**src/core/epi_consts.svh**
```systemverilog
// Purpose: constants for the external pin interrupt unit
// Assumes: classic wishbone register bus, 32-bit data
// Notes: byte offsets of word registers
`ifndef EPI_CONSTS_SVH
`define EPI_CONSTS_SVH
`define EPI_OFF_SENSE_LO 8'h00
`define EPI_OFF_SENSE_HI 8'h04
`define EPI_OFF_MASK 8'h08
`define EPI_OFF_FLAGS 8'h0c
`define EPI_OFF_CTRL 8'h10
`define EPI_OFF_IRQ_STAT 8'h14
`define EPI_OFF_IRQ_MASK 8'h18
`define EPI_OFF_PINS 8'h1c
`define EPI_CTRL_GIE 0
`define EPI_CTRL_SLEEP 1
`define EPI_CTRL_IDLE 2
`define EPI_IST_WAKE 0
`define EPI_IST_REQ 1
`define EPI_SENSE_LOW 2'h0
`define EPI_SENSE_ANY 2'h1
`define EPI_SENSE_FALL 2'h2
`define EPI_SENSE_RISE 2'h3
`define EPI_WDT_PERIOD_NS 1000
`define EPI_CLK_PERIOD_NS 40
`define EPI_WDT_CYCLES (`EPI_WDT_PERIOD_NS / `EPI_CLK_PERIOD_NS)
`define EPI_STARTUP_CYCLES 64
`endif

```
**src/core/epi_pkg.sv**
```systemverilog
// Purpose: types for the external pin interrupt unit
// Assumes: nothing
// Notes: wake sequencer states
package epi_pkg;
  typedef enum logic [3:0] {
    EPI_RUN = 4'h1,
    EPI_SLEEP = 4'h2,
    EPI_QUAL = 4'h4,
    EPI_START = 4'h8
  } epi_wake_t;
endpackage

```
**src/core/epi_unit.sv**
```systemverilog
// Purpose: eight external request pins to per-pin processor requests
// Assumes: synchronous inputs, classic wishbone slave, 25 MHz clk_i
// Notes: the watchdog sample tick is a divided clk_i
`timescale 1ns/1ps
`include "epi_consts.svh"

// Summary of operation
// - eight independent request inputs, seven down zero
// - pins detected even when driven as outputs
// - low group and high group sense registers
// - level mode requests while pin low
// - high group edges need running io clock
// - low level wakes from every sleep mode
// - io clock stops outside run except in idle
// - wake pin level sampled twice, slow tick
// - wake on two samples of held level
// - level lost during startup: wake, no request
// - sense codes: low, change, fall, rise
// - low group edges ungated, high gated by io clock
// - request needs mask bit and global enable
// - edge sets flag; ack or one clears
module epi_unit #(
  parameter int NPINS = 8,
  parameter int STARTUP_CYCLES = `EPI_STARTUP_CYCLES
) (
  input wire logic clk_i,
  input wire logic rst_i,
  input wire logic [7:0] external_request_pins_i,
  input wire logic [7:0] vector_ack_i,
  input wire logic [7:0] wb_adr_i,
  input wire logic [31:0] wb_dat_i,
  input wire logic [3:0] wb_sel_i,
  input wire logic wb_we_i,
  input wire logic wb_cyc_i,
  input wire logic wb_stb_i,
  output logic [31:0] wb_dat_o,
  output logic wb_ack_o,
  output logic [7:0] core_request_o,
  output logic io_clk_run_o,
  output logic wake_o,
  output logic irq_o
);
  // ==========================================================
  // registers
  logic [7:0] low_group_sense_control_q;
  logic [7:0] high_group_sense_control_q;
  logic [7:0] external_request_mask_q;
  logic [7:0] external_request_flags_q;
  logic [2:0] ctrl_q;
  logic [1:0] ist_q;
  logic [1:0] imask_q;
  logic [7:0] pin_prev_q;
  logic [7:0] lvl_ok_q;
  logic [15:0] sense_all;
  logic [7:0] edge_hit;
  logic [7:0] level_act;
  logic [7:0] req_d;
  logic wr_stb;
  logic rd_stb;
  logic wake_ev;
  epi_pkg::epi_wake_t wst_q;
  logic [7:0] wdiv_q;
  logic [1:0] samp_q;
  logic [15:0] sut_q;
  logic any_low;

  assign wr_stb = wb_cyc_i & wb_stb_i & wb_we_i & ~wb_ack_o & wb_sel_i[0];
  assign rd_stb = wb_cyc_i & wb_stb_i & ~wb_ack_o;
  assign sense_all = {high_group_sense_control_q, low_group_sense_control_q};
  assign any_low = |(level_act & external_request_mask_q);

  // ==========================================================
  // edge and level detection
  // pins read regardless of direction
  always_ff @(posedge clk_i) begin
    if (rst_i) begin
      pin_prev_q <= 8'hff;
    end else begin
      pin_prev_q <= external_request_pins_i;
    end
  end

  always_comb begin
    edge_hit = 8'h00;
    level_act = 8'h00;
    for (int i = 0; i < NPINS; i++) begin
      unique case (sense_all[2*i +: 2])
        `EPI_SENSE_LOW: level_act[i] = ~external_request_pins_i[i];
        `EPI_SENSE_ANY: edge_hit[i] = pin_prev_q[i] ^ external_request_pins_i[i];
        `EPI_SENSE_FALL: edge_hit[i] = pin_prev_q[i] & ~external_request_pins_i[i];
        `EPI_SENSE_RISE: edge_hit[i] = ~pin_prev_q[i] & external_request_pins_i[i];
      endcase
      // high group edges gated by io clock
      if (i >= 4 && !io_clk_run_o) begin
        edge_hit[i] = 1'b0;
      end
    end
  end

  // ==========================================================
  // request flags
  // set wins over clear; level mode reads zero
  always_ff @(posedge clk_i) begin
    if (rst_i) begin
      external_request_flags_q <= 8'h00;
    end else begin
      for (int i = 0; i < NPINS; i++) begin
        if (sense_all[2*i +: 2] == `EPI_SENSE_LOW) begin
          external_request_flags_q[i] <= 1'b0;
        end else if (edge_hit[i]) begin
          external_request_flags_q[i] <= 1'b1;
        end else if (vector_ack_i[i] || (wr_stb && wb_adr_i == `EPI_OFF_FLAGS && wb_dat_i[i])) begin
          external_request_flags_q[i] <= 1'b0;
        end
      end
    end
  end

  // level request only once awake and qualified
  always_comb begin
    for (int i = 0; i < NPINS; i++) begin
      lvl_ok_q[i] = level_act[i] & (wst_q == epi_pkg::EPI_RUN);
    end
  end

  // mask and global enable gate requests
  assign req_d = (external_request_flags_q | lvl_ok_q) & external_request_mask_q & {8{ctrl_q[`EPI_CTRL_GIE]}};

  always_ff @(posedge clk_i) begin
    if (rst_i) begin
      core_request_o <= 8'h00;
    end else begin
      core_request_o <= req_d;
    end
  end

  // ==========================================================
  // sleep and wake sequencer
  // io clock only in run or idle sleep
  always_ff @(posedge clk_i) begin
    if (rst_i) begin
      io_clk_run_o <= 1'b1;
    end else begin
      io_clk_run_o <= (wst_q == epi_pkg::EPI_RUN) | ctrl_q[`EPI_CTRL_IDLE];
    end
  end

  always_ff @(posedge clk_i) begin
    if (rst_i || wst_q == epi_pkg::EPI_RUN || wdiv_q == 8'(`EPI_WDT_CYCLES - 1)) begin
      wdiv_q <= 8'h00;
    end else begin
      wdiv_q <= wdiv_q + 8'h01;
    end
  end

  always_ff @(posedge clk_i) begin
    if (rst_i) begin
      wst_q <= epi_pkg::EPI_RUN;
      samp_q <= 2'h0;
      sut_q <= 16'h0000;
      wake_o <= 1'b0;
    end else begin
      wake_o <= 1'b0;
      unique case (wst_q)
        epi_pkg::EPI_RUN: begin
          if (ctrl_q[`EPI_CTRL_SLEEP]) begin
            wst_q <= epi_pkg::EPI_SLEEP;
          end
        end
        epi_pkg::EPI_SLEEP: begin
          samp_q <= 2'h0;
          if (any_low) begin
            wst_q <= epi_pkg::EPI_QUAL;
          end
        end
        epi_pkg::EPI_QUAL: begin
          if (wdiv_q == 8'(`EPI_WDT_CYCLES - 1)) begin
            if (!any_low) begin
              wst_q <= epi_pkg::EPI_SLEEP;
            end else if (samp_q == 2'h1) begin
              wst_q <= epi_pkg::EPI_START;
              sut_q <= 16'h0000;
            end else begin
              samp_q <= samp_q + 2'h1;
            end
          end
        end
        epi_pkg::EPI_START: begin
          sut_q <= sut_q + 16'h0001;
          if (sut_q == 16'(STARTUP_CYCLES - 1)) begin
            wst_q <= epi_pkg::EPI_RUN;
            wake_o <= 1'b1;
          end
        end
      endcase
    end
  end

  assign wake_ev = wake_o;

  // ==========================================================
  // register bus and interrupt status
  always_ff @(posedge clk_i) begin
    if (rst_i) begin
      low_group_sense_control_q <= 8'h00;
      high_group_sense_control_q <= 8'h00;
      external_request_mask_q <= 8'h00;
      ctrl_q <= 3'h0;
      imask_q <= 2'h0;
    end else begin
      if (wst_q == epi_pkg::EPI_START && sut_q == 16'(STARTUP_CYCLES - 1)) begin
        ctrl_q[`EPI_CTRL_SLEEP] <= 1'b0;
      end
      if (wr_stb) begin
        unique case (wb_adr_i)
          `EPI_OFF_SENSE_LO: low_group_sense_control_q <= wb_dat_i[7:0];
          `EPI_OFF_SENSE_HI: high_group_sense_control_q <= wb_dat_i[7:0];
          `EPI_OFF_MASK: external_request_mask_q <= wb_dat_i[7:0];
          `EPI_OFF_CTRL: ctrl_q <= wb_dat_i[2:0];
          `EPI_OFF_IRQ_MASK: imask_q <= wb_dat_i[1:0];
          default: ;
        endcase
      end
    end
  end

  always_ff @(posedge clk_i) begin
    if (rst_i) begin
      ist_q <= 2'h0;
    end else begin
      for (int b = 0; b < 2; b++) begin
        if ((b == `EPI_IST_WAKE && wake_ev) || (b == `EPI_IST_REQ && |(req_d & ~core_request_o))) begin
          ist_q[b] <= 1'b1;
        end else if (wr_stb && wb_adr_i == `EPI_OFF_IRQ_STAT && wb_dat_i[b]) begin
          ist_q[b] <= 1'b0;
        end
      end
    end
  end

  always_ff @(posedge clk_i) begin
    if (rst_i) begin
      irq_o <= 1'b0;
    end else begin
      irq_o <= |(ist_q & imask_q);
    end
  end

  always_ff @(posedge clk_i) begin
    if (rst_i) begin
      wb_ack_o <= 1'b0;
      wb_dat_o <= 32'h00000000;
    end else begin
      wb_ack_o <= rd_stb;
      wb_dat_o <= 32'h00000000;
      if (rd_stb && !wb_we_i) begin
        unique case (wb_adr_i)
          `EPI_OFF_SENSE_LO: wb_dat_o <= {24'h000000, low_group_sense_control_q};
          `EPI_OFF_SENSE_HI: wb_dat_o <= {24'h000000, high_group_sense_control_q};
          `EPI_OFF_MASK: wb_dat_o <= {24'h000000, external_request_mask_q};
          `EPI_OFF_FLAGS: wb_dat_o <= {24'h000000, external_request_flags_q};
          `EPI_OFF_CTRL: wb_dat_o <= {29'h00000000, ctrl_q};
          `EPI_OFF_IRQ_STAT: wb_dat_o <= {30'h00000000, ist_q};
          `EPI_OFF_IRQ_MASK: wb_dat_o <= {30'h00000000, imask_q};
          `EPI_OFF_PINS: wb_dat_o <= {24'h000000, external_request_pins_i};
          default: wb_dat_o <= 32'h00000000;
        endcase
      end
    end
  end

  // ==========================================================
  // checks
  // no request without global enable
  gie_gate_a: assert property (@(posedge clk_i) disable iff (rst_i)
    !$past(ctrl_q[`EPI_CTRL_GIE]) |-> core_request_o == 8'h00)
    else $error("request without global enable");
  flag_set_a: assert property (@(posedge clk_i) disable iff (rst_i)
    edge_hit[0] |=> external_request_flags_q[0])
    else $error("edge did not set flag");
  // high edges ignored with io clock stopped
  io_edge_a: assert property (@(posedge clk_i) disable iff (rst_i)
    !io_clk_run_o |=> (external_request_flags_q[7:4] & ~$past(external_request_flags_q[7:4])) == 4'h0)
    else $error("high edge with io clock stopped");
  level_req_a: assert property (@(posedge clk_i) disable iff (rst_i)
    (low_group_sense_control_q[1:0] == 2'h0 && !external_request_pins_i[0] && external_request_mask_q[0]
     && ctrl_q[0] && wst_q == epi_pkg::EPI_RUN) |=> core_request_o[0])
    else $error("level request missing");
  // io clock stopped in deep sleep
  io_stop_a: assert property (@(posedge clk_i) disable iff (rst_i)
    (wst_q == epi_pkg::EPI_SLEEP && !ctrl_q[`EPI_CTRL_IDLE]) |=> !io_clk_run_o)
    else $error("io clock runs in deep sleep");
  wake_end_a: assert property (@(posedge clk_i) disable iff (rst_i)
    $rose(wst_q == epi_pkg::EPI_START) |-> ##[1:300] wake_o)
    else $error("startup did not end");
  qual_len_a: assert property (@(posedge clk_i) disable iff (rst_i)
    $rose(wst_q == epi_pkg::EPI_START) |-> $past(wst_q, 25) == epi_pkg::EPI_QUAL)
    else $error("qualification too short");
  // ack clears flag without new edge
  ack_clr_a: assert property (@(posedge clk_i) disable iff (rst_i)
    (vector_ack_i[4] && !edge_hit[4]) |=> !external_request_flags_q[4])
    else $error("ack did not clear flag");
  rise_sense_a: assert property (@(posedge clk_i) disable iff (rst_i)
    (low_group_sense_control_q[1:0] == `EPI_SENSE_RISE && !pin_prev_q[0] && external_request_pins_i[0])
    |=> external_request_flags_q[0])
    else $error("rise code missed an edge");
  fall_sense_a: assert property (@(posedge clk_i) disable iff (rst_i)
    (high_group_sense_control_q[1:0] == `EPI_SENSE_FALL && io_clk_run_o && pin_prev_q[4]
     && !external_request_pins_i[4]) |=> external_request_flags_q[4])
    else $error("fall code missed an edge");
  level_clear_a: assert property (@(posedge clk_i) disable iff (rst_i)
    low_group_sense_control_q[1:0] == `EPI_SENSE_LOW |=> !external_request_flags_q[0])
    else $error("flag set in level mode");
  mask_gate_a: assert property (@(posedge clk_i) disable iff (rst_i)
    !$past(external_request_mask_q[0]) |-> !core_request_o[0])
    else $error("request on masked pin");
  sleep_wake_a: assert property (@(posedge clk_i) disable iff (rst_i)
    (wst_q == epi_pkg::EPI_SLEEP && any_low) |=> wst_q == epi_pkg::EPI_QUAL)
    else $error("low level did not start wake");
  idle_run_a: assert property (@(posedge clk_i) disable iff (rst_i)
    ctrl_q[`EPI_CTRL_IDLE] |=> io_clk_run_o)
    else $error("io clock stopped in idle");
  start_end_a: assert property (@(posedge clk_i) disable iff (rst_i)
    (wst_q == epi_pkg::EPI_START && sut_q == 16'(STARTUP_CYCLES - 1)) |=> (wake_o && wst_q == epi_pkg::EPI_RUN))
    else $error("startup end did not wake");
  asleep_req_a: assert property (@(posedge clk_i) disable iff (rst_i)
    ($past(wst_q) != epi_pkg::EPI_RUN && $past(external_request_flags_q) == 8'h00) |-> core_request_o == 8'h00)
    else $error("level request before wake");
endmodule

```
**config.mk**
```make
export PLATFORM = sky130hd
export DESIGN_NAME = epi_unit
export DESIGN_NICKNAME = d
export VERILOG_FILES = /design/src/core/epi_pkg.sv /design/src/core/epi_unit.sv
export VERILOG_INCLUDE_DIRS = /design/src /design/src/core
export SDC_FILE = /design/constraint.sdc
export NUM_CORES = 1
export LEC_CHECK = 0
export ABC_AREA = 0
export BUFFER_PORTS_ARGS = -buffer_cell sky130_fd_sc_hd__clkbuf_2
export CAP_MARGIN = 20
export CORE_MARGIN = 4
export CORE_UTILIZATION = 25
export DETAILED_ROUTE_END_ITERATION = 6
export PLACE_DENSITY = 0.52
export SLEW_MARGIN = 5
export SYNTH_ARGS = -nofsm -noshare
export SYNTH_HDL_FRONTEND = slang
export SYNTH_SLANG_ARGS = --single-unit
```
**constraint.sdc**
```tcl
create_clock -name clk_i -period 3.8 [get_ports clk_i]
set_clock_uncertainty 0.2 [all_clocks]
set_input_delay 0.57 -clock clk_i [delete_from_list [all_inputs] [get_ports clk_i]]
set_output_delay 0.57 -clock clk_i [all_outputs]
set_load 0.01 [all_outputs]
```
== Word-level counts from Yosys, hierarchy flattened ==
Cells that the tools add are included.

* Bits in latches: 0
* Bits of input ports: 65
* Memory bits (writable): 0
* Memory bits (read-only): 0
* Logic and storage cells: 267
* Memories: 0
* Register bits after elaboration: 121

* Divide/modulo/power cells: 0
* $mul: 0
* Order comparisons: 0
* Multiplexer cells: 60
* Equal/unequal tests: 46
* Bitwise operators: 64
* Add/subtract/negate cells: 3
* Shift operators: 0
* Reductions and logical operators: 67

{| class="wikitable"
|+ Operator list
! cell !! count
|-
| one-hot mux 8 bit (8 select lines) || 1
|-
| 2-to-1 mux 16 bit || 3
|-
| equality test 8 x 5 -> 1 bit, second input constant || 5
|-
| 2-to-1 mux 1 bit || 34
|-
| bitwise AND 8 bit || 4
|-
| equality test 2 bit, second input constant || 16
|-
| one-hot mux 16 bit (2 select lines) || 1
|-
| bitwise AND 1 bit || 29
|-
| 2-to-1 mux 4 bit || 6
|-
| one-hot mux 1 bit (3 select lines) || 8
|-
| nonzero test 2 bit || 12
|-
| OR reduction 2 bit || 11
|-
| NOT 1 bit || 19
|-
| equality test 2 x 1 -> 1 bit, second input constant || 9
|-
| adder 16 x 1 -> 16 bit, second input constant || 1
|-
| equality test 16 x 6 -> 1 bit, second input constant || 1
|-
| equality test 8 x 4 -> 1 bit, second input constant || 2
|-
| zero test 2 bit || 8
|-
| one-hot mux 4 bit (4 select lines) || 1
|-
| OR reduction 8 bit || 2
|-
| logical AND 1 bit || 14
|-
| != test 2 bit, second input constant || 7
|-
| logical OR 1 bit || 10
|-
| 2-to-1 mux 2 bit || 5
|-
| other kinds (19) || 31
|}

== Depth between registers and ports, before layout ==
Gate-level depths: netlist (run 1).

* Depth in word-level cells: 9
* Depth in mapped cells: 8
* Mapped depth without buffers: 7

== Worst setup path after synthesis (run 1) ==
OpenSTA, ideal clock, no wires.

* Path type: input port to flip-flop
* Start point: input port wb_adr_i[1]
* End point: register external_request_flags_q[0]
* Data required time: 3468 ps
* Buffers on the path: 1
* Data arrival time: 2111 ps
* Cell stages on the path: 7
* Setup slack: 1357 ps
* Cell sequence: or4_4 > or3_4 > nor2_4 > buf_4 > a31oi_1 > a221oi_1 > nor3_1

* Longest elaborated chain between the ends: 5

{| class="wikitable"
|+ RTL lines
! what !! line !! source
|-
| start, declared || epi_unit.sv:30 || <nowiki>input wire logic [7:0] wb_adr_i,</nowiki>
|-
| equality test 8 x 4 -> 1 bit || - ||
|-
| logical AND 1 bit (no line) || - ||
|-
| logical AND 1 bit || epi_unit.sv:112 || <nowiki>end else if (vector_ack_i[i] || (wr_stb && wb_adr_i == `EPI_OFF_FLAGS && wb_dat_i[i])) begin</nowiki>
|-
| logical OR 1 bit || epi_unit.sv:112 ||
|-
| nonzero test 2 bit (no line) || - ||
|-
| end signal, assigned by index || epi_unit.sv:109 || <nowiki>external_request_flags_q[i] <= 1'b0;</nowiki>
|-
| end signal, assigned by index || epi_unit.sv:111 || <nowiki>external_request_flags_q[i] <= 1'b1;</nowiki>
|-
| end signal, assigned by index || epi_unit.sv:113 || <nowiki>external_request_flags_q[i] <= 1'b0;</nowiki>
|-
| end, declared || epi_unit.sv:48 || <nowiki>logic [7:0] external_request_flags_q;</nowiki>
|}

No other way between the ends.
A chain may end at the register's enable or synchronous reset.

== Worst setup path after layout (run 1) ==
* Start point: input port wb_adr_i[1]
* End point: register high_group_sense_control_q[1]

* Longest elaborated chain between the ends: 2

{| class="wikitable"
|+ RTL lines
! what !! line !! source
|-
| equality test 8 x 3 -> 1 bit || epi_unit.sv:215 || <nowiki>unique case (wb_adr_i)</nowiki>
|-
| AND reduction 2 bit (no line) || - ||
|-
| end signal, assigned || epi_unit.sv:217 || <nowiki>`EPI_OFF_SENSE_HI: high_group_sense_control_q <= wb_dat_i[7:0];</nowiki>
|-
| end, declared || epi_unit.sv:46 || <nowiki>logic [7:0] high_group_sense_control_q;</nowiki>
|}

No other way between the ends.

==> results.toml, run 1 <==
[worst_setup_path]
regToRegStartpoint = "high_group_sense_control_q[2]$_SDFFE_PP0P_"
critPathRequiredTime_ns = 3.87
worstPathMaxFanout = 8
worstPathArrival_ns = 2.65
slowest_stage = "or4_4"
critical_path.top_delay_family = "simple AND/OR/NAND/NOR gates"
r2r_end = "sut_q[11]$_SDFFE_PP0P_"
cp_cell_sequence = "clkbuf_2, or4_4, or3_4, nor2b_2, and2_1, nand2_1, a21oi_1"
worstSetupPathType = "in -> reg"
ff2ff_path_depth = 6
cp-end-kind = "flop"
ff2ff_setup_slack_ns = 1.32
slowest_delay_ns = 0.52
crit_buf_inv = 1
cp-start-kind = "input pin"

[worst_hold_path]
hold_depth = 2
hp-class = "in -> reg"
holdPathEnd = "pin_prev_q[0]$_SDFF_PP1_"
min_from = "external_request_pins_i[0]"

[sta]
setup_violations = 0
tightest_slew_ns = 0.767
fin_crit_ns = 2.58
timing.final.ws_setup_ns = 1.22
fmax_mhz = 388
rsz0062_at_grt = "no"
timing.final.crit_share_pct = 67.8
relSlewSlack_pct = 48.4
drv_slew = 0
fin_tns_setup_ns = 0
hold_viol = 0

[clocking]
cts_sinks = 97
numCtsBuffers = 9
clock_latency_ns = 0.35
cts_tree = "done"
path_clk_slew_ns = 0.07
cts_resized = 0
ctsHoldBuffers = 0
post_cts_buffers = 0
htree_num_levels = 3
root_buffer = "clkbuf_16"
clockBufferDepth = 2

[floorplan]
fp.dieH_um = 148
ios = 109
die_w_um = 148
design.die.area_um2 = 21800
coreArea_um2 = 19000
rows = 50
initial_core_util_pct = 25.7

[place]
hpwl_mm = 9.96
place_ws_ns = 0.887
io_buffers = 57
place_congestion = 0.783
dpl-instance-area_um2 = 5350

[synthesis]
ys_seq_elements = 97
syn_inst = 581
seq_area_frac_synth_pct = 39.8
yosys_warnings = 0
synth_cell_types = 56
ys_async_sr_fraction_pct = 0
ys.flop_type = "dfxtp_1"
syn_area_per_cell_um2 = 8.39
synth_area_leader_cell = "dfxtp_1"
netlist_area_um2 = 4870
synthTopCellsByArea = "dfxtp_1 (40%), a21oi_1 (5.3%), ha_1 (5.1%), nand2_1 (5.0%), buf_4 (4.5%)"
yosysTopAreaCellShare_pct = 39.8
synth_edf_count = 0

[power_and_ir_drop]
power_density_nw_per_um2 = 376
p_leak_nw = 2.10
finalPower_mw = 2.12
vdd_drop_max_v = 0.000198

[global_route]
grt_pass1_vias = 4060
grt_max_degree = 34
antenna_found_initial = 0
overflow = 0
grt_use_total_pct = 12.7
grt_pass1_wl_mm = 22.1

[routing]
drt_wl_total_mm = 13.5
wl_per_cell_um = 15.1
drt_iter0_markers = 317
vias = 4232
via_per_inst = 4.73
ant_nets = 0
dr.pass1.iters = 7
drc_errors = 7

[job]
drv_cap = 0

[finish]
drive_gt1_share_pct = 16.9
finalInstanceArea_um2 = 5640
diodes = 0
area_delta_synth_final_pct = 15.7
fin_util_pct = 29.8
fin_nets = 717

[status]
violations = "design-rule violations"
outcome = "complete, but fails checks"
[metrics by stage]
stage,cells,hold slack (ns)
floorplan,604,0.229
global placement,881,0.261
detailed placement,881,0.269
CTS,895,0.257
global route,895,0.269
finish,895,0.271
[cell usage in the layout, fill, tap and decap left out, types with 6 or more instances in the layout]
master      n
clkbuf_16   9
nand3_1    23
nor4_1      6
dfxtp_1    97
nor4b_1     8
a31oi_1     6
clkbuf_2   57
a222oi_1    6
conb_1     24
nor2_1     57
o22ai_1     7
o21ai_0    17
buf_4       8
xor2_1     13
nand2b_1    7
or2_2       9
nor3_1     11
a221oi_1    6
and3_1     10
nand2_1    65
ha_1       20
nor2b_1     8
a22oi_1    16
inv_1      24
a21oi_1    52
[state kept, by name, summed over array words and instances (netlist names)]
signal and count:
external_request_mask_q 8, sut_q 16, samp_q 2, pin_prev_q 8
external_request_flags_q 8, wb_dat_o 8, ctrl_q 3, wst_q 4
wake_o 1, high_group_sense_control_q 8, irq_o 1, io_clk_run_o 1
core_request_o 8, wdiv_q 8, wb_ack_o 1, low_group_sense_control_q 8
imask_q 2, ist_q 2
[cell usage after synthesis (all sizes together) (7+ instances only)]
master,instances
a21oi,54
a22oi,16
and3,10
buf,32
clkbuf,16
dfxtp,97
ha,20
inv,24
nand2,65
nand2b,7
nand3,23
nor2,59
nor2b,10
nor3,12
nor4b,11
o21ai,18
o22ai,7
or2,9
xor2,13
[worst reg2reg max path: cells and delay by family (launching register included)]
| kind | cells | cell delay [ns] |
|---|---|---|
| flops | 1 | 0.48 |
| compound gates | 1 | 0.18 |
| buf+inv | 1 | 0.21 |
| simple gates | 4 | 1.33 |
[area by class of cell]
type | count | area, um^2
inverters | 24 | 90.1
repair buffers | 65 | 345
well taps | 260 | 325
flip-flops and latches | 97 | 1940
multi-input cells | 435 | 2640
clock buffers | 10 | 239
clock inverters | 4 | 55.1
fillers | 2077 | 13300
[routing by layer]
metal,global-route usage (%),share of wire [%],vias to the layer above
met5,0,0,-
met4,3.26,1.0,0
met3,3.22,4.7,10
met2,20.3,47,90
met1,17.1,47,2009
li1,-,-,2123
[power breakdown]
part	leakage [nW]	switching (mW)	internal [mW]	total, mW
Sequential	0.784	0.0138	1.03	1.04
Combinational	1.17	0.102	0.0563	0.158
Clock	0.141	0.395	0.523	0.919
[how the worst max path moves through the flow]
stage | startpoint | to | slack (ns) | cells past startpoint
finish | wb_adr_i[1] | high_group_sense_control_q[1]$_SDFFE_PP0P_ | 1.22 | 7
global route | high_group_sense_control_q[2]$_SDFFE_PP0P_ | sut_q[2]$_SDFFE_PP0P_ | 1.05 | 7
CTS | wb_adr_i[1] | high_group_sense_control_q[1]$_SDFFE_PP0P_ | 1.26 | 7
detailed placement | wb_adr_i[1] | high_group_sense_control_q[1]$_SDFFE_PP0P_ | 0.89 | 7
global placement | wb_adr_i[1] | external_request_mask_q[0]$_SDFFE_PP0P_ | 0.88 | 7
floorplan | wb_adr_i[1] | external_request_flags_q[0]$_SDFFE_PP0P_ | 1.36 | 7
[cells by family after synthesis]
logic type,synth area share (%)
AND/OR/NAND/NOR,25.0
AO/OA/AOI/OAI,17.4
buffers and inverters,7.80
adder cells (fa/ha/maj),5.13
XOR/XNOR,2.52
flip-flops,39.8
other,0.0769
multiplexers,2.23
Power figures use the tool's default switching activity.
==> inputs of run 2 (changes only) <==
- clock period: 3.8 -> 2.5 ns (I/O delays scaled with it)
==> run 2 against run 1 <==
  * The run still ends with design-rule violations left
  * Clock-buffer cell count unchanged
  * Power increased by 55%
  * Combinational power increased by 65%
  * Hold slack got worse by 0.20 ns
  * Sequential share of layout area decreased by 1.9 points
  * Non-clock buffer count increased by 36
  * Global-route usage increased by 0.50 points
==> results.toml, run 2 (synthesized netlist as in run 1, its figures left out) <==
[global_route]
grt_max_degree = 36
grt_pass1_vias = 4138
overflow = 0
antenna_found_initial = 0
grt_pass1_wl_mm = 22.8
grt_use_total_pct = 13.2

[sta]
fmax_mhz = 436
hold_viol = 0
fin_crit_ns = 2.29
whs_ns = 0.0722
fin_tns_setup_ns = 0
tightest_slew_ns = 0.594
setup_violations = 0
timing.final.ws_setup_ns = 0.205
rsz0062_at_grt = "no"
timing.final.crit_share_pct = 91.8
relSlewSlack_pct = 59.8
drv_slew = 0

[finish]
finalInstanceArea_um2 = 5960
drive_gt1_share_pct = 21.6
area_delta_synth_final_pct = 22.4
largest_reg_flops = 16
diodes = 0
final_common_cell = "dfxtp_1"
mostFrequentLayoutCells = "dfxtp_1 (97), nand2_1 (65), nor2_1 (57), clkbuf_2 (57), a21oi_1 (52)"
fin_nets = 753
stdcell_count = 932
top_register = "sut_q"
fin_util_pct = 31.5

[routing]
via_per_inst = 4.70
ant_nets = 0
drt_wl_total_mm = 14.1
dr.pass1.iters = 7
drt_iter0_markers = 296
drc_errors = 3
wl_per_cell_um = 15.1
vias = 4383

[place]
hpwl_mm = 10.4
place_congestion = 0.813
place_ws_ns = -0.0136
dpl-instance-area_um2 = 5650
place_inst = 917
io_buffers = 57

[floorplan]
die_w_um = 148
coreArea_um2 = 19000
rows = 50
ios = 109
initial_core_util_pct = 25.7
fp.dieH_um = 148
design.die.area_um2 = 21800

[worst_setup_path]
cp_cell_sequence = "nor4b_1, nor4_2, a211oi_1, buf_4, nor2_2, buf_4, o21ai_1, a21oi_1"
slowest_stage = "nor4b_1"
cp-start-kind = "flop"
slowest_delay_ns = 0.57
critPathRequiredTime_ns = 2.54
crit_path_frequent_cell = "buf_4"
worstSetupPathType = "reg -> reg"
cp-end-kind = "flop"
worstPathMaxFanout = 11
worstPathArrival_ns = 2.33

[clocking]
htree_num_levels = 3
cts_tree = "done"
clock_latency_ns = 0.36
numCtsBuffers = 9
clockBufferDepth = 2
path_clk_slew_ns = 0.07
root_buffer = "clkbuf_16"
ctsHoldBuffers = 0
cts_sinks = 97

[status]
outcome = "complete, but fails checks"
violations = "design-rule violations"

[power_and_ir_drop]
finalPower_mw = 3.28
p_leak_nw = 2.30
vdd_drop_max_v = 0.000328
power_density_nw_per_um2 = 551

[job]
drv_cap = 0

[worst_hold_path]
hp-class = "in -> reg"
## run 2: cell types whose count changed in the layout (fill, tap and decap cells not counted), sizes merged
cell	previous run	this run
buf	8	44
inv	24	26
clkinv	2	1
## run 2: critical path, delay by kind of cell (launching register included)
family / cells / cell delay, ns
simple gates: 3 / 0.77
compound gates: 3 / 0.46
buf+inv: 2 / 0.37
flops: 1 / 0.36
## run 2: what timing repair did
action / in CTS / in global routing
gates resized for setup: 0 / 1
setup endpoints to repair: 0 / 13
buffers inserted: 0 / 0
## run 2: layout make-up
class	count	area (um^2)
Clock buffer	10	239
Multi-Input combinational cell	435	2650
Tap cell	260	325
Sequential cell	97	1940
Inverter	24	90.1
Fill cell	2028	13000
Clock inverter	5	63.8
Timing Repair Buffer	101	653
## run 2: final timing paths
path,endpoint,cells past startpoint,slack [ns],startpoint
hold / removal,pin_prev_q[0]$_SDFF_PP1_,2,0.07,external_request_pins_i[0]
setup reg to reg,sut_q[9]$_SDFFE_PP0P_,8,0.21,low_group_sense_control_q[0]$_SDFFE_PP0P_
setup / recovery,sut_q[9]$_SDFFE_PP0P_,8,0.21,low_group_sense_control_q[0]$_SDFFE_PP0P_
hold reg to reg,imask_q[1]$_SDFFE_PP0P_,2,0.27,imask_q[1]$_SDFFE_PP0P_
## run 2: report_power, final
group | switching (mW) | total (mW) | internal [mW]
registers | 0.0221 | 1.58 | 1.56
clock network | 0.632 | 1.44 | 0.807
logic | 0.161 | 0.261 | 0.100
total | 0.815 | 3.28 | 2.47
## run 2: per-layer routing
metal  track usage, %  wire length [um]  vias up  part of all wire (%)
met3             3.31               747       14                   5.3
met1             18.0              6610     2045                    47
met4             3.49               172        0                   1.2
met5                0                 0        -                     0
li1                 -                 -     2203                     -
met2             20.8              6590      121                    47
==> inputs of run 3 (changes only) <==
- BUFFER_PORTS_ARGS: -buffer_cell sky130_fd_sc_hd__clkbuf_2 -> -buffer_cell sky130_fd_sc_hd__buf_4
==> run 3 against run 2 <==
  * The flow now finishes without violations
  * Hold slack worse by 0.038 ns
  * Clock power about the same
  * Utilization up 1.0 points
  * Critical path depth is 2 higher
  * Final cell count up 0.86%
  * Power rose by 0.14%
  * Via count hardly changed
==> results.toml, run 3 (synthesized netlist as in run 1, its figures left out) <==
[worst_setup_path]
r2r_end = "sut_q[9]$_SDFFE_PP0P_"
crit_start = "high_group_sense_control_q[7]$_SDFFE_PP0P_"
worstSetupPathType = "reg -> reg"
slowest_delay_ns = 0.36
cp_cell_sequence = "nor4b_1, buf_4, nor4_1, buf_4, a211oi_1, buf_4, nor2_2, buf_4, o21ai_1, a21oi_1"
crit_path_frequent_cell = "buf_4"
critPathRequiredTime_ns = 2.52
cp-start-kind = "flop"
crit_end = "sut_q[9]$_SDFFE_PP0P_"
critical_path.top_delay_family = "buffers and inverters"
worstPathArrival_ns = 2.28
ff2ff_setup_slack_ns = 0.24
crit_cells = 10
ff2ff_path_depth = 10
regToRegStartpoint = "high_group_sense_control_q[7]$_SDFFE_PP0P_"
cp-end-kind = "flop"
slowest_stage = "dfxtp_1"
crit_buf_inv = 4
worstPathMaxFanout = 11

[routing]
met3WireLength_um = 855
drt_iter0_markers = 314
dr.max_layer_used = "met4"
ant_nets = 0
met2WireLength_mm = 6.73
vias = 4382
drc_errors = 0
dr.pass1.iters = 7
drt_wl_total_mm = 14.1
wl_per_cell_um = 15.0
wl_met1_mm = 6.40
via_per_inst = 4.66

[finish]
largest_reg_flops = 16
drive_gt1_share_pct = 22.6
stdcell_count = 940
area_delta_synth_final_pct = 26.4
fill_cells = 2019
top_register = "sut_q"
multiInputGateArea_um2 = 2660
fin_util_pct = 32.5
fin_nets = 761
mostFrequentLayoutCells = "buf_4 (107), dfxtp_1 (97), nand2_1 (65), nor2_1 (57), a21oi_1 (52)"
final_common_cell = "buf_4"
seq_area_um2 = 1940
diodes = 0

[clocking]
post_cts_buffers = 0
htree_num_levels = 3
clock_latency_ns = 0.36
cts_tree = "done"
path_clk_slew_ns = 0.08
numCtsBuffers = 9
ctsHoldBuffers = 0
clockBufferDepth = 2
root_buffer = "clkbuf_16"
cts_sinks = 97
cts_resized = 0

[place]
place_inst = 925
hpwl_mm = 10.3
io_buffers = 57
place_congestion = 0.799

[power_and_ir_drop]
vdd_drop_max_v = 0.000331
p_leak_nw = 2.38
power_density_nw_per_um2 = 534

[job]
drv_cap = 0

[floorplan]
rows = 50
ios = 109
die_w_um = 148
coreArea_um2 = 19000
design.die.area_um2 = 21800
fp.dieH_um = 148
initial_core_util_pct = 25.7

[global_route]
grt_pass1_wl_mm = 22.4
grt_pass1_vias = 4174
grt_use_total_pct = 12.9
grt_max_degree = 45
overflow = 0
antenna_found_initial = 0

[sta]
hold_viol = 0
fin_crit_ns = 2.26
rsz0062_at_grt = "no"
setup_violations = 0
timing.final.crit_share_pct = 90.4
drv_slew = 0
whs_ns = 0.0341
fmax_mhz = 442

[status]
outcome = "finished, final reports clean"

[worst_hold_path]
hp-class = "in -> reg"
run 3: worst register-to-register path, cell delays in order (launching register included):
cell and delay (ns):
dfxtp_1 0.36, nor4b_1 0.30, buf_4 0.18, nor4_1 0.05, buf_4 0.15, a211oi_1 0.25
buf_4 0.23, nor2_2 0.06, buf_4 0.15, o21ai_1 0.12, a21oi_1 0.07
run 3: through the flow:
step | power, mW | area (um^2) | setup slack [ns] | setup TNS (ns)
6_report | 3.29 | 6160 | 0.239 | 0
5_1_grt | 3.43 | 6160 | 0.0498 | 0
4_1_cts | 3.34 | 6150 | 0.123 | 0
3_5_place_dp | 1.89 | 5840 | -0.0113 | -0.0142
3_3_place_gp | 1.89 | 5840 | 0.0189 | 0
2_1_floorplan | 1.78 | 4960 | 0.252 | 0
run 3: report_power, final:
group	internal [mW]	switching, mW
registers	1.56	0.0214
clock network	0.805	0.634
logic	0.107	0.158
run 3: how the worst min path moves through the flow:
stage	start	to	slack [ns]	cells after the start
after floorplan	ctrl_q[2]$_SDFFE_PP0P_	io_clk_run_o$_SDFF_PP1_	0.23	1
after global placement	wdiv_q[0]$_SDFF_PP0_	wdiv_q[0]$_SDFF_PP0_	0.26	1
after detailed placement	imask_q[1]$_SDFFE_PP0P_	imask_q[1]$_SDFFE_PP0P_	0.27	2
after CTS	external_request_pins_i[0]	pin_prev_q[0]$_SDFF_PP1_	0.02	2
after global routing	external_request_pins_i[2]	pin_prev_q[2]$_SDFF_PP1_	0.03	2
final	external_request_pins_i[0]	pin_prev_q[0]$_SDFF_PP1_	0.03	2
run 3: layout make-up:
class / count / area share [%]
clock buffers: 10 / 3.88
clock inverters: 5 / 1.02
inverters: 24 / 1.46
multi-input cells: 435 / 43.1
flip-flops and latches: 97 / 31.5
well taps: 260 / 5.28
repair buffers: 109 / 13.7
run 3: layer usage:
layer  GRT usage [%]  up-vias
met5               0        -
met4            3.36        0
met3            3.13       11
met2            21.3      118
met1            17.1     2038
li1                -     2215
